`src/hdl/qmiu_pkg.sv`:
```
// Package of constants for the queue and MAC interrupt unit.
// Contract
// RULE1: The enable register has nine enable bits at 15 down to 7, each gating one source, all zero after reset.
// RULE2: The interrupt output is high whenever any status bit is set together with its enable bit.
// RULE3: Reading the status register never changes any status bit.
// RULE4: A status bit sets on its event and holds until the host writes one to it; writing zero leaves it.
// RULE5: Status bit 15 sets on every link state change, up to down or down to up, gated by enable 15.
// RULE6: Status bit 14 sets when a frame was sent and the transmit queue takes new frames, gated by enable 14.
// RULE7: Status bit 13 sets when the receive queue holds a frame ready for the host, gated by enable 13.
// RULE8: Status bit 12 sets on a transmit underrun, gated by enable 12.
// RULE9: Status bit 11 sets on a receive overrun, gated by enable 11.
// RULE10: Status bit 10 sets on an early receive, gated by enable 10.
// RULE11: Status bit 9 sets when the transmit process stops, is set after reset, gated by enable 9.
// RULE12: Status bit 8 sets when the receive process stops, is set after reset, gated by enable 8.
// RULE13: Status bit 7 sets on a receive error frame event, gated by enable 7.
// RULE14: The interrupt output falls once no set status bit has its enable set.
// RULE15: An event in the same cycle as a write of one to its bit keeps the bit set.
package qmiu_pkg;

  localparam int          QMIU_AW         = 4;
  localparam int          QMIU_DW         = 16;
  localparam int          QMIU_NSRC       = 9;
  // Register byte offsets
  localparam logic [3:0]  QMIU_OFS_ENABLE = 4'h0;
  localparam logic [3:0]  QMIU_OFS_STATUS = 4'h2;
  localparam logic [3:0]  QMIU_OFS_LINK   = 4'h4;
  // Field positions
  localparam int          QMIU_LSB        = 7;
  localparam int          QMIU_MSB        = 15;
  localparam int          QMIU_BIT_LINK   = 15;
  localparam int          QMIU_BIT_TXDONE = 14;
  localparam int          QMIU_BIT_RXDONE = 13;
  localparam int          QMIU_BIT_TXUND  = 12;
  localparam int          QMIU_BIT_RXOVR  = 11;
  localparam int          QMIU_BIT_EARLY  = 10;
  localparam int          QMIU_BIT_TXSTOP = 9;
  localparam int          QMIU_BIT_RXSTOP = 8;
  localparam int          QMIU_BIT_RXERR  = 7;
  // Reset values
  localparam logic [15:0] QMIU_ENABLE_RST = 16'h0000;
  localparam logic [15:0] QMIU_STATUS_RST = 16'h0300;
  localparam logic [15:0] QMIU_FIELD_MASK = 16'hff80;
  localparam logic [15:0] QMIU_ZERO       = 16'h0000;

  // Events land in bits 15..7 of a status word
  function automatic logic [15:0] qmiu_place(input logic [8:0] ev);
    qmiu_place = {ev, 7'h00};
  endfunction : qmiu_place

endpackage : qmiu_pkg

```
`src/hdl/qmiu_top.sv`:
```
// Interrupt enable and status unit for the queue manager and MAC events.
`timescale 1ns/1ns
module qmiu_top
  import qmiu_pkg::*;
(
  input  wire logic                          ref_clk,
  input  wire logic                          rstn,
  input  wire logic                          ce,
  input  wire logic [qmiu_pkg::QMIU_AW-1:0]  addr,
  input  wire logic [qmiu_pkg::QMIU_DW-1:0]  wdata,
  input  wire logic                          wr,
  input  wire logic                          rd,
  output logic      [qmiu_pkg::QMIU_DW-1:0]  rdata,
  input  wire logic                          link_up,
  input  wire logic                          tx_done,
  input  wire logic                          rx_done,
  input  wire logic                          tx_underrun,
  input  wire logic                          rx_overrun,
  input  wire logic                          early_rx,
  input  wire logic                          tx_stopped,
  input  wire logic                          rx_stopped,
  input  wire logic                          rx_error_frame,
  output logic                               irq
);
  import qmiu_pkg::*;

  logic [15:0] enable_r;
  logic [15:0] status_r;
  logic [15:0] status_nxt;
  logic [15:0] rdata_nxt;
  logic [15:0] event_w;
  logic [15:0] clear_w;
  logic [8:0]  src_w;
  logic [8:0]  pulse_w;

  // Event inputs in status bit order, 15 down to 7
  assign src_w = {link_up, tx_done, rx_done, tx_underrun, rx_overrun,
                  early_rx, tx_stopped, rx_stopped, rx_error_frame};

  // One detector per source; link uses both edges
  genvar gi;
  generate
    for (gi = 0; gi < QMIU_NSRC; gi++)
    begin : g_src
      qmiu_edge u_edge
      (
        .ref_clk  (ref_clk),
        .rstn     (rstn),
        .ce       (ce),
        .din      (src_w[gi]),
        .any_edge (gi == QMIU_NSRC - 1),
        .pulse    (pulse_w[gi])
      );
    end
  endgenerate

  assign event_w = qmiu_place(pulse_w); // see RULE5 see RULE6 see RULE7 see RULE8 see RULE9
  // Remaining sources share the same placement
  // see RULE10 see RULE11 see RULE12 see RULE13

  // Write-one-to-clear only; a read never touches status
  assign clear_w = (ce && wr && addr == QMIU_OFS_STATUS) ? (wdata & QMIU_FIELD_MASK)
                                                         : QMIU_ZERO; // see RULE3

  // Set beats clear so a coincident event survives
  assign status_nxt = (status_r & ~clear_w) | event_w; // see RULE4 see RULE15

  // Enable register, reserved bits held at zero
  always_ff @(posedge ref_clk)
  begin
    if (!rstn)
      enable_r <= QMIU_ENABLE_RST; // see RULE1
    else if (ce && wr && addr == QMIU_OFS_ENABLE)
      enable_r <= wdata & QMIU_FIELD_MASK; // see RULE1
  end

  // Status register; stopped bits start set
  always_ff @(posedge ref_clk)
  begin
    if (!rstn)
      status_r <= QMIU_STATUS_RST; // see RULE11 see RULE12
    else if (ce)
      status_r <= status_nxt;
  end

  // Read mux; unmapped addresses answer zero
  always_comb
  begin
    case (addr)
      QMIU_OFS_ENABLE: rdata_nxt = enable_r;
      QMIU_OFS_STATUS: rdata_nxt = status_r;
      QMIU_OFS_LINK:   rdata_nxt = {15'h0000, link_up};
      default:         rdata_nxt = QMIU_ZERO;
    endcase
  end

  // Read data registered, valid the cycle after the strobe
  always_ff @(posedge ref_clk)
  begin
    if (!rstn)
      rdata <= QMIU_ZERO;
    else if (ce && rd)
      rdata <= rdata_nxt;
  end

  // Level interrupt, falls as soon as no enabled flag stands
  assign irq = |(status_r & enable_r); // see RULE2 see RULE14

  // Checks
  a_irq_level: assert property (@(posedge ref_clk) disable iff (!rstn)
    irq == |(status_r & enable_r & QMIU_FIELD_MASK)) // see RULE2
    else $error("irq does not follow enabled status");
  a_irq_drop: assert property (@(posedge ref_clk) disable iff (!rstn)
    (status_r & enable_r) == QMIU_ZERO |-> !irq) // see RULE14
    else $error("irq high with nothing enabled");
  a_read_keeps: assert property (@(posedge ref_clk) disable iff (!rstn)
    ce && rd && !wr && event_w == QMIU_ZERO |=> status_r == $past(status_r)) // see RULE3
    else $error("read changed status");
  a_w1c_clear: assert property (@(posedge ref_clk) disable iff (!rstn)
    ce && wr && addr == QMIU_OFS_STATUS && wdata[QMIU_BIT_TXUND]
    && !pulse_w[QMIU_BIT_TXUND - QMIU_LSB]
    |=> !status_r[QMIU_BIT_TXUND]) // see RULE4
    else $error("write one did not clear");
  a_w0_keep: assert property (@(posedge ref_clk) disable iff (!rstn)
    ce && wr && addr == QMIU_OFS_STATUS && !wdata[QMIU_BIT_RXOVR] && status_r[QMIU_BIT_RXOVR]
    |=> status_r[QMIU_BIT_RXOVR]) // see RULE4
    else $error("write zero cleared a bit");
  a_link_sets: assert property (@(posedge ref_clk) disable iff (!rstn)
    ce && $past(ce) && link_up != $past(link_up) |=> status_r[QMIU_BIT_LINK]) // see RULE5
    else $error("link change not flagged");
  a_set_wins: assert property (@(posedge ref_clk) disable iff (!rstn)
    ce && rx_done && !$past(rx_done) && $past(ce) && wr && addr == QMIU_OFS_STATUS
    |=> status_r[QMIU_BIT_RXDONE]) // see RULE15
    else $error("event lost to clear");
  a_enable_rsv: assert property (@(posedge ref_clk) disable iff (!rstn)
    enable_r[6:0] == 7'h00 && status_r[6:0] == 7'h00) // see RULE1
    else $error("reserved bits set");
  a_txund_sets: assert property (@(posedge ref_clk) disable iff (!rstn) // see RULE8
    pulse_w[QMIU_BIT_TXUND - QMIU_LSB] |=> status_r[QMIU_BIT_TXUND])
    else $error("underrun not flagged");

  // Per-source capture, judged from the raw input levels rather than the detector
  a_txdone_sets: assert property (@(posedge ref_clk) disable iff (!rstn) // see RULE6
    ce && $past(ce) && tx_done && !$past(tx_done) |=> status_r[QMIU_BIT_TXDONE])
    else $error("transmit done not flagged");
  a_rxdone_sets: assert property (@(posedge ref_clk) disable iff (!rstn) // see RULE7
    ce && $past(ce) && rx_done && !$past(rx_done) |=> status_r[QMIU_BIT_RXDONE])
    else $error("receive done not flagged");
  a_rxovr_sets: assert property (@(posedge ref_clk) disable iff (!rstn) // see RULE9
    ce && $past(ce) && rx_overrun && !$past(rx_overrun) |=> status_r[QMIU_BIT_RXOVR])
    else $error("receive overrun not flagged");
  a_early_sets: assert property (@(posedge ref_clk) disable iff (!rstn) // see RULE10
    ce && $past(ce) && early_rx && !$past(early_rx) |=> status_r[QMIU_BIT_EARLY])
    else $error("early receive not flagged");
  a_txstop_sets: assert property (@(posedge ref_clk) disable iff (!rstn) // see RULE11
    ce && $past(ce) && tx_stopped && !$past(tx_stopped) |=> status_r[QMIU_BIT_TXSTOP])
    else $error("transmit stop not flagged");
  a_rxstop_sets: assert property (@(posedge ref_clk) disable iff (!rstn) // see RULE12
    ce && $past(ce) && rx_stopped && !$past(rx_stopped) |=> status_r[QMIU_BIT_RXSTOP])
    else $error("receive stop not flagged");
  a_rxerr_sets: assert property (@(posedge ref_clk) disable iff (!rstn) // see RULE13
    ce && $past(ce) && rx_error_frame && !$past(rx_error_frame) |=> status_r[QMIU_BIT_RXERR])
    else $error("receive error frame not flagged");

  c_irq_rise: cover property (@(posedge ref_clk) disable iff (!rstn) $rose(irq));
  c_irq_fall: cover property (@(posedge ref_clk) disable iff (!rstn) $fell(irq));
  c_collide:  cover property (@(posedge ref_clk) disable iff (!rstn)
    |(event_w & clear_w));

endmodule : qmiu_top

```
`src/hdl/qmiu_edge.sv`:
```
// Rising edge and change detector for one event source.
`timescale 1ns/1ns
module qmiu_edge
(
  input  wire logic ref_clk,
  input  wire logic rstn,
  input  wire logic ce,
  input  wire logic din,
  input  wire logic any_edge,
  output logic      pulse
);
  logic din_r;

  // Previous sample; starts low so a level high at release counts once
  always_ff @(posedge ref_clk)
  begin
    if (!rstn)
      din_r <= 1'b0;
    else if (ce)
      din_r <= din;
  end

  // Either direction for link change, else rising only
  assign pulse = ce && (any_edge ? (din ^ din_r) : (din & ~din_r));

endmodule : qmiu_edge

```
`config.mk`:
```
export PLATFORM = sky130hd
export DESIGN_NAME = qmiu_top
export DESIGN_NICKNAME = d
export VERILOG_FILES = /design/src/hdl/qmiu_pkg.sv /design/src/hdl/qmiu_top.sv /design/src/hdl/qmiu_edge.sv
export SDC_FILE = /design/constraint.sdc
export NUM_CORES = 1
export LEC_CHECK = 0
export BUFFER_PORTS_ARGS = -buffer_cell sky130_fd_sc_hd__buf_2
export CAP_MARGIN = 20
export CELL_PAD_IN_SITES_DETAIL_PLACEMENT = 1
export CELL_PAD_IN_SITES_GLOBAL_PLACEMENT = 1
export CORE_MARGIN = 2
export CORE_UTILIZATION = 40
export CTS_CLUSTER_DIAMETER = 40
export DETAILED_ROUTE_END_ITERATION = 12
export PLACE_DENSITY_LB_ADDON = 0.1
export SLEW_MARGIN = 15
export SYNTH_ARGS = -nofsm -noshare
export SYNTH_HDL_FRONTEND = slang
export SYNTH_SLANG_ARGS = --single-unit
```
`constraint.sdc`:
```
create_clock -name ref_clk -period 2.97 [get_ports ref_clk]
set_input_delay 0.297 -clock ref_clk [delete_from_list [all_inputs] [get_ports ref_clk]]
set_output_delay 0.297 -clock ref_clk [all_outputs]
set_load 0.02 [all_outputs]
```
After elaboration in Yosys (flattened, before gate mapping)
Cells that the tools add are included.

cells by class
  bitwise logic cells = 21
  equal/unequal tests = 2
  mux-type cells = 2
  reductions and logical operators = 15

operators by type and width
  cell                                                              count
  16-bit case mux with 3 select lines                               1
  16-bit AND                                                        2
  16-bit two-way mux                                                1
  16-bit inverter                                                   1
  16-bit OR                                                         1
  16-bit OR reduction                                               1
  1-bit logical AND                                                 13
  1-bit AND                                                         8
  1-bit inverter                                                    8
  4-bit by 2-bit == test with 1-bit output (second input constant)  1
  4-bit by 3-bit == test with 1-bit output (second input constant)  1
  4-bit zero test                                                   1
  1-bit XOR                                                         1

storage, ports and cells
  bits in registers = 50
  output and inout bits = 17
  bits of input ports = 34
  logic and storage cells = 52

Depth between registers and ports, before layout
Gate-level depths: netlist (run 1).

  depth after elaboration = 6
  depth in mapped cells = 5
  depth with buffers taken out = 3

By module
Synthesis (run 1) repeated with hierarchy kept, for this count alone.

unflattened totals
  cell total of the unflattened synthesis = 208
  area total of the unflattened synthesis = 1905.6 um^2

modules (own cells, without submodules)
  module     cells an instance  seq. area each (um^2)  instances  area each (um^2)
  qmiu_top   145                560.5                  1          1308.8
  qmiu_edge  7                  20.0                   9          66.3

Worst setup path after synthesis (run 1)
OpenSTA, ideal clock, no wires.

  path kind = input port to flip-flop
  start = in addr[3] (netlist name)
  end = reg enable_r[10]
  setup time = 72 ps
  slack = 1596 ps
  arrival = 1303 ps
  cell stages on the path = 5
  required time = 2898 ps
  buffers on the path = 2
  path through = or3_4 -> buf_6 -> nor3_2 -> buf_4 -> mux2i_1

between the ends
  word-level cells in the longest chain between the ends = 2

ends and longest elaborated chain
  what                  line            text
  from (decl)           qmiu_top.sv:9   input wire logic [qmiu_pkg::QMIU_AW-1:0] addr,
  4-bit zero test       qmiu_top.sv:73  else if (ce && wr && addr == QMIU_OFS_ENABLE)
  1-bit logical AND     qmiu_top.sv:73
  to (signal assigned)  qmiu_top.sv:74  enable_r <= wdata & QMIU_FIELD_MASK;
  to (decl)             qmiu_top.sv:27  logic [15:0] enable_r;

No other way between the ends.
A chain may end at the register's enable or synchronous reset.

Worst setup path in the final report (run 1)
  start = reg status_r[7]
  end = out irq

between the ends
  word-level cells in the longest chain between the ends = 2

ends and longest elaborated chain
  what                    line             text
  from (decl)             qmiu_top.sv:28   logic [15:0] status_r;
  from (signal assigned)  qmiu_top.sv:83   status_r <= status_nxt;
  16-bit AND              qmiu_top.sv:107  assign irq = |(status_r & enable_r);
  16-bit OR reduction     qmiu_top.sv:107
  to (decl)               qmiu_top.sv:23   output logic irq

No other way between the ends.

==> impl_metrics.ini, run 1 <==
[setup_path]
r2r_end = status_r[15]$_SDFFE_PN0P_
crit_path_top_delay_cell = dfxtp_1
criticalPathCategory = reg -> out
startpoint_type = flop
arrival_ns = 1.38
crit_chain = a22o_1 > a221oi_1 > nand3_1 > buf_2
cp-startpoint = status_r[7]$_SDFFE_PN0P_
required_ns = 2.67
timing.rr.start = g_src[8].u_edge.din_r$_SDFFE_PN0P_
worst-path-max-fanout = 3
crit_path_end_kind = primary output
max_stage_delay_ns = 0.33
rr_worst_depth = 3
rrSetupSlack_ns = 2.22

[pwr]
power_switching_w = 0.000240
clockPowerShare = 0.350
cellLeakagePower_nw = 0.784
p_total_w = 0.000959
p_per_area_nw_per_um2 = 508
switching_share = 0.250
ir_drop_mv = 0.296
intPower_w = 0.000719
share_comb_of_total_power = 0.105
seq_power_share = 0.545

[synthesis]
yosysWarningCount = 0
synthSimpleGateAreaFrac = 0.198
synth.avg_cell_area_um2 = 9.05
synth_compound_area_frac = 0.105
yosysTopAreaCellShare = 0.452
synthCells = 181
synth-seq-cells = 37
synth_fa_ha_area_frac = 0
ys_types = 27
synth_area_leaders = dfxtp_1, mux2i_1, nand2_1
synthArstFlopShare = 0
synth_flop_cell = dfxtp_1
synth_edf_count = 0
synth_area_um2 = 1640
synth_top_family_by_area = simple AND/OR/NAND/NOR gates
ys_seq_area_frac = 0.452
synth.largest_area_cell = dfxtp_1
synthMuxAreaShare = 0.165
synth_xor_area_frac = 0.00535

[place]
io_buffers = 37
dp.cells = 257
place_congestion = 0.725
dp.final_hpwl_mm = 2.86

[global_routing]
grt_max_degree = 31
grt_usage = 0.178
antenna_found_initial = 0
grt_pass1_wl_mm = 6.11
gr-total-overflow = 0
grt_pass1_vias = 1338

[detailed_routing]
num_vias = 1385
ant_nets = 0
drc = 0
avgViaCountPerCell = 5.23
routedWlPerCell_um = 13.9
drt_iter0_drc = 60
firstDrtPassIters = 4
routed_wirelength_mm = 3.69

[status]
status = finished, final reports clean

[floorplanning]
io_pins = 51
fp.dieH_um = 68.0
die_area_um2 = 4620
core_area_um2 = 3970
row_count = 23
die_w_um = 68.0
start_util = 0.412

[clocking]
cts-resized-gates = 0
cts_buffers = 5
cts-root-buf = clkbuf_8
clk_pin_slew_ns = 0.07
htree_num_levels = 2
clk_latency_ns = 0.28
cts.path.max_buffers = 2
holdBufCountCts = 0
cts_setup_buffers = 0
clock-sinks = 37
cts_tree = done

[timing]
setup_viol = 0
tightest_slew_ns = 0.882
rsz0062_at_grt = false
drv_slew = 0
post-route-period-util = 0.566
fmax_ghz = 0.595
relSlewSlack = 0.409
period_minus_slack_ns = 1.68
fin_skew_ns = 0.00217
finalSetupTns_ns = 0
hold_violations = 0
hold_slack_ns = 0.271

[final_layout]
drive_gt1_frac = 0.214
areaGrowthSynthToFinish_pct = 15.1
final_cell_mix = dfxtp_1, buf_2, nand2_1
antenna_cells = 0
finalNetCount = 248
finalNonFillerCells = 265

[flow_run]
maxCapViolations = 0

[worst_hold_path]
hold_end = g_src[4].u_edge.din_r$_SDFFE_PN0P_
hold_class = in -> reg
whs_path_depth = 3
holdCritStartpoint = rx_overrun
per-layer routing:
layer  share of wire  vias to the layer above  routed length (um)  global-route usage
li1                -                      692                   -                   -
met1            0.45                      651                1670               0.210
met2            0.48                       31                1790               0.294
met3           0.038                       11                 140              0.0543
met4           0.026                        0                  97              0.0825
met5               0                        -                   0                   0
layout make-up:
class                   count  area [um^2]
fillers                   501         2090
multi-input cells         130          798
flip-flops and latches     37          741
repair buffers             39          200
clock buffers               8         80.1
well taps                  50         62.6
inverters                   1         3.75
kinds of logic after synthesis:
family / Yosys count
AOI/OAI and AO/OA: 31
buffers and inverters: 19
other: 1
xor gates and xnor gates: 1
DFF: 37
and+or+nand+nor: 65
muxes: 27
synth_stat cells (2+ instances only):
master    count
a21oi_1       8
buf_2         4
buf_4         7
buf_6         2
clkbuf_1      4
dfxtp_1      37
mux2i_1      27
nand2_1      31
nand3_1       3
nand3b_1      8
nand4_1      10
nor2_1        9
o21ai_0       9
o21ai_1       9
registers in the layout (all words and copies together) (netlist names):
| register | cells |
|---|---|
| enable_r | 9 |
| status_r | 9 |
| g_src.u_edge.din_r | 9 |
| rdata | 10 |
how the worst max path moves through the flow:
stage,endpoint,cells after the start
4_1_cts,irq,4
2_1_floorplan,enable_r[10]$_SDFFE_PN0P_,5
5_1_grt,irq,4
3_5_place_dp,enable_r[9]$_SDFFE_PN0P_,4
6_report,irq,4
3_3_place_gp,enable_r[8]$_SDFFE_PN0P_,4
worst max-delay path, delay by kind of cell, from the launching register on:
family	cells	cell delay [ns]
buffers and inverters	1	0.18
AOI/OAI and AO/OA	2	0.46
DFF	1	0.33
and+or+nand+nor	1	0.13
metrics by stage:
step / area (um^2) / setup slack, ns / util
finish: 1890 / 1.29 / 0.475
global route: 1890 / 1.22 / 0.475
CTS: 1890 / 1.27 / 0.475
detailed placement: 1810 / 0.982 / 0.455
global placement: 1810 / 1.09 / 0.455
floorplan: 1660 / 1.60 / -
power by group through the flow:
stage / clock [W] / sequential [W] / combinational (W)
6_report: 0.000336 / 0.000522 / 0.000100
5_1_grt: 0.000370 / 0.000524 / 0.000113
4_1_cts: 0.000346 / 0.000522 / 0.000102
3_5_place_dp: 0 / 0.000534 / 0.000101
3_3_place_gp: 0 / 0.000532 / 0.0000972
2_1_floorplan: 0 / 0.000530 / 0.0000729
Power figures use the tool's default switching activity.
==> run 2, diff against run 1 <==
ABC_AREA = 1   (was not set)
CORE_UTILIZATION = 32   (was 40)
clock period = 1.5 ns   (was 2.97 ns; I/O delays follow)
==> impl_metrics.ini, run 2 <==
[status]
status = finished, final reports clean

[clocking]
clk_latency_ns = 0.28
cts-root-buf = clkbuf_8
htree_num_levels = 2
cts_buffers = 5
cts_setup_buffers = 0
clock-sinks = 37
holdBufCountCts = 0
clk_pin_slew_ns = 0.07
cts_tree = done
cts.path.max_buffers = 2
cts-resized-gates = 0

[timing]
fmax_ghz = 0.766
period_minus_slack_ns = 1.30
drv_slew = 0
hold_violations = 0
finalSetupTns_ns = 0
post-route-period-util = 0.870
hold_slack_ns = 0.122
rsz0062_at_grt = false
fin_skew_ns = 0.00307
setup_viol = 0

[setup_path]
arrival_ns = 1.15
worst-path-max-fanout = 3
timing.rr.start = status_r[15]$_SDFFE_PN0P_
startpoint_type = flop
rrSetupSlack_ns = 0.71
crit_chain = nand2_1 > nand3_1 > nor2_1 > nand4_1 > buf_2
criticalPathCategory = reg -> out
rr_worst_depth = 4
crit_path_end_kind = primary output
required_ns = 1.35
r2r_end = rdata[15]$_SDFFE_PN0P_
crit_path_top_delay_cell = dfxtp_1
max_stage_delay_ns = 0.33

[synthesis]
netlist_top_cells_count = nand2_1, dfxtp_1, a21oi_1
synth_flop_cell = dfxtp_1
yosysWarningCount = 0
ys_types = 24
yosysTopAreaCellShare = 0.440
synthCells = 227
synthArstFlopShare = 0
synth.avg_cell_area_um2 = 7.42
synth.largest_area_cell = dfxtp_1
synth_area_leaders = dfxtp_1, nand2_1, a21oi_1
synth_area_um2 = 1680
ys_seq_area_frac = 0.440
post-synth-top-count-cell = nand2_1
synth_edf_count = 0
synth-seq-cells = 37

[detailed_routing]
routedWlPerCell_um = 12.4
routed_wirelength_mm = 4.23
drc = 0
avgViaCountPerCell = 4.61
drt_iter0_drc = 55
num_vias = 1566
ant_nets = 0
firstDrtPassIters = 4

[global_routing]
antenna_found_initial = 0
gr-total-overflow = 0
grt_pass1_wl_mm = 7.27
grt_usage = 0.155
grt_pass1_vias = 1553
grt_max_degree = 29

[final_layout]
multiInputGateArea_um2 = 815
drive_gt1_frac = 0.233
largest_reg_flops = 10
regMostFlops = rdata
final_common_cell = nand2_1
register_area_um2 = 741
areaGrowthSynthToFinish_pct = 21.5
final_cell_mix = nand2_1, dfxtp_1, buf_2
antenna_cells = 0
finalNetCount = 303
n_fill_cell = 675

[floorplanning]
fp.dieH_um = 76.5
row_count = 26
io_pins = 51
die_w_um = 76.5
start_util = 0.330
core_area_um2 = 5110
die_area_um2 = 5860

[worst_hold_path]
holdCritStartpoint = wdata[8]
hold_end = enable_r[8]$_SDFFE_PN0P_
hold_class = in -> reg
whs_path_depth = 3

[place]
io_buffers = 37
dp.final_hpwl_mm = 3.15
place_congestion = 0.728

[pwr]
cellLeakagePower_nw = 0.855
p_per_area_nw_per_um2 = 986
ir_drop_mv = 0.574

[flow_run]
maxCapViolations = 0
[run 2: routing by layer]
metal,up-vias,wire length [um],global-route usage
li1,818,-,-
met1,715,2090,0.208
met2,28,1930,0.245
met3,5,146,0.0308
met4,0,63,0.0600
met5,-,0,0
[run 2: how the worst max path moves through the flow]
stage | slack [ns] | start | to | cells after the start
6_report | 0.20 | status_r[8]$_SDFFE_PN1P_ | irq | 5
4_1_cts | 0.16 | status_r[9]$_SDFFE_PN1P_ | irq | 5
3_3_place_gp | 0.27 | addr[3] | rdata[14]$_SDFFE_PN0P_ | 7
5_1_grt | 0.11 | status_r[8]$_SDFFE_PN1P_ | irq | 5
2_1_floorplan | 0.62 | enable_r[8]$_SDFFE_PN0P_ | irq | 4
3_5_place_dp | 0.26 | addr[3] | rdata[14]$_SDFFE_PN0P_ | 7
[run 2: cell type report]
cell class              instances  area share
well taps                      70      0.0428
clock buffers                   7      0.0471
inverters                       7      0.0153
multi-input cells             173       0.398
clock inverters                 1     0.00245
flip-flops and latches         37       0.362
repair buffers                 45       0.132
[run 2: through the flow]
step	utilization	cells	cell area (um^2)	total power, W	setup slack (ns)
floorplan	-	232	1700	0.00119	0.617
CTS	0.401	340	2050	0.00205	0.159
global placement	0.381	332	1940	0.00127	0.271
global route	0.401	340	2050	0.00213	0.115
finish	0.401	340	2050	0.00202	0.195
detailed placement	0.381	332	1940	0.00128	0.258
[run 2: critical path: cells and delay by family, from the launching register on]
family | cells | cell delay, ns
buf+inv | 1 | 0.17
flops | 1 | 0.33
simple gates | 4 | 0.37
[run 2: cell families after synthesis]
logic type,count (synthesis),synth area share
buf+inv,22,0.0877
simple gates,125,0.340
flops,37,0.440
other cells,1,0.00223
compound gates,42,0.130
[run 2: power by group]
| part | internal (W) | total (W) | switching (W) | leakage [nW] |
|---|---|---|---|---|
| registers | 0.00101 | 0.00103 | 0.0000204 | 0.302 |
| clock network | 0.000415 | 0.000767 | 0.000352 | 0.0542 |
| logic | 0.0000798 | 0.000216 | 0.000136 | 0.499 |
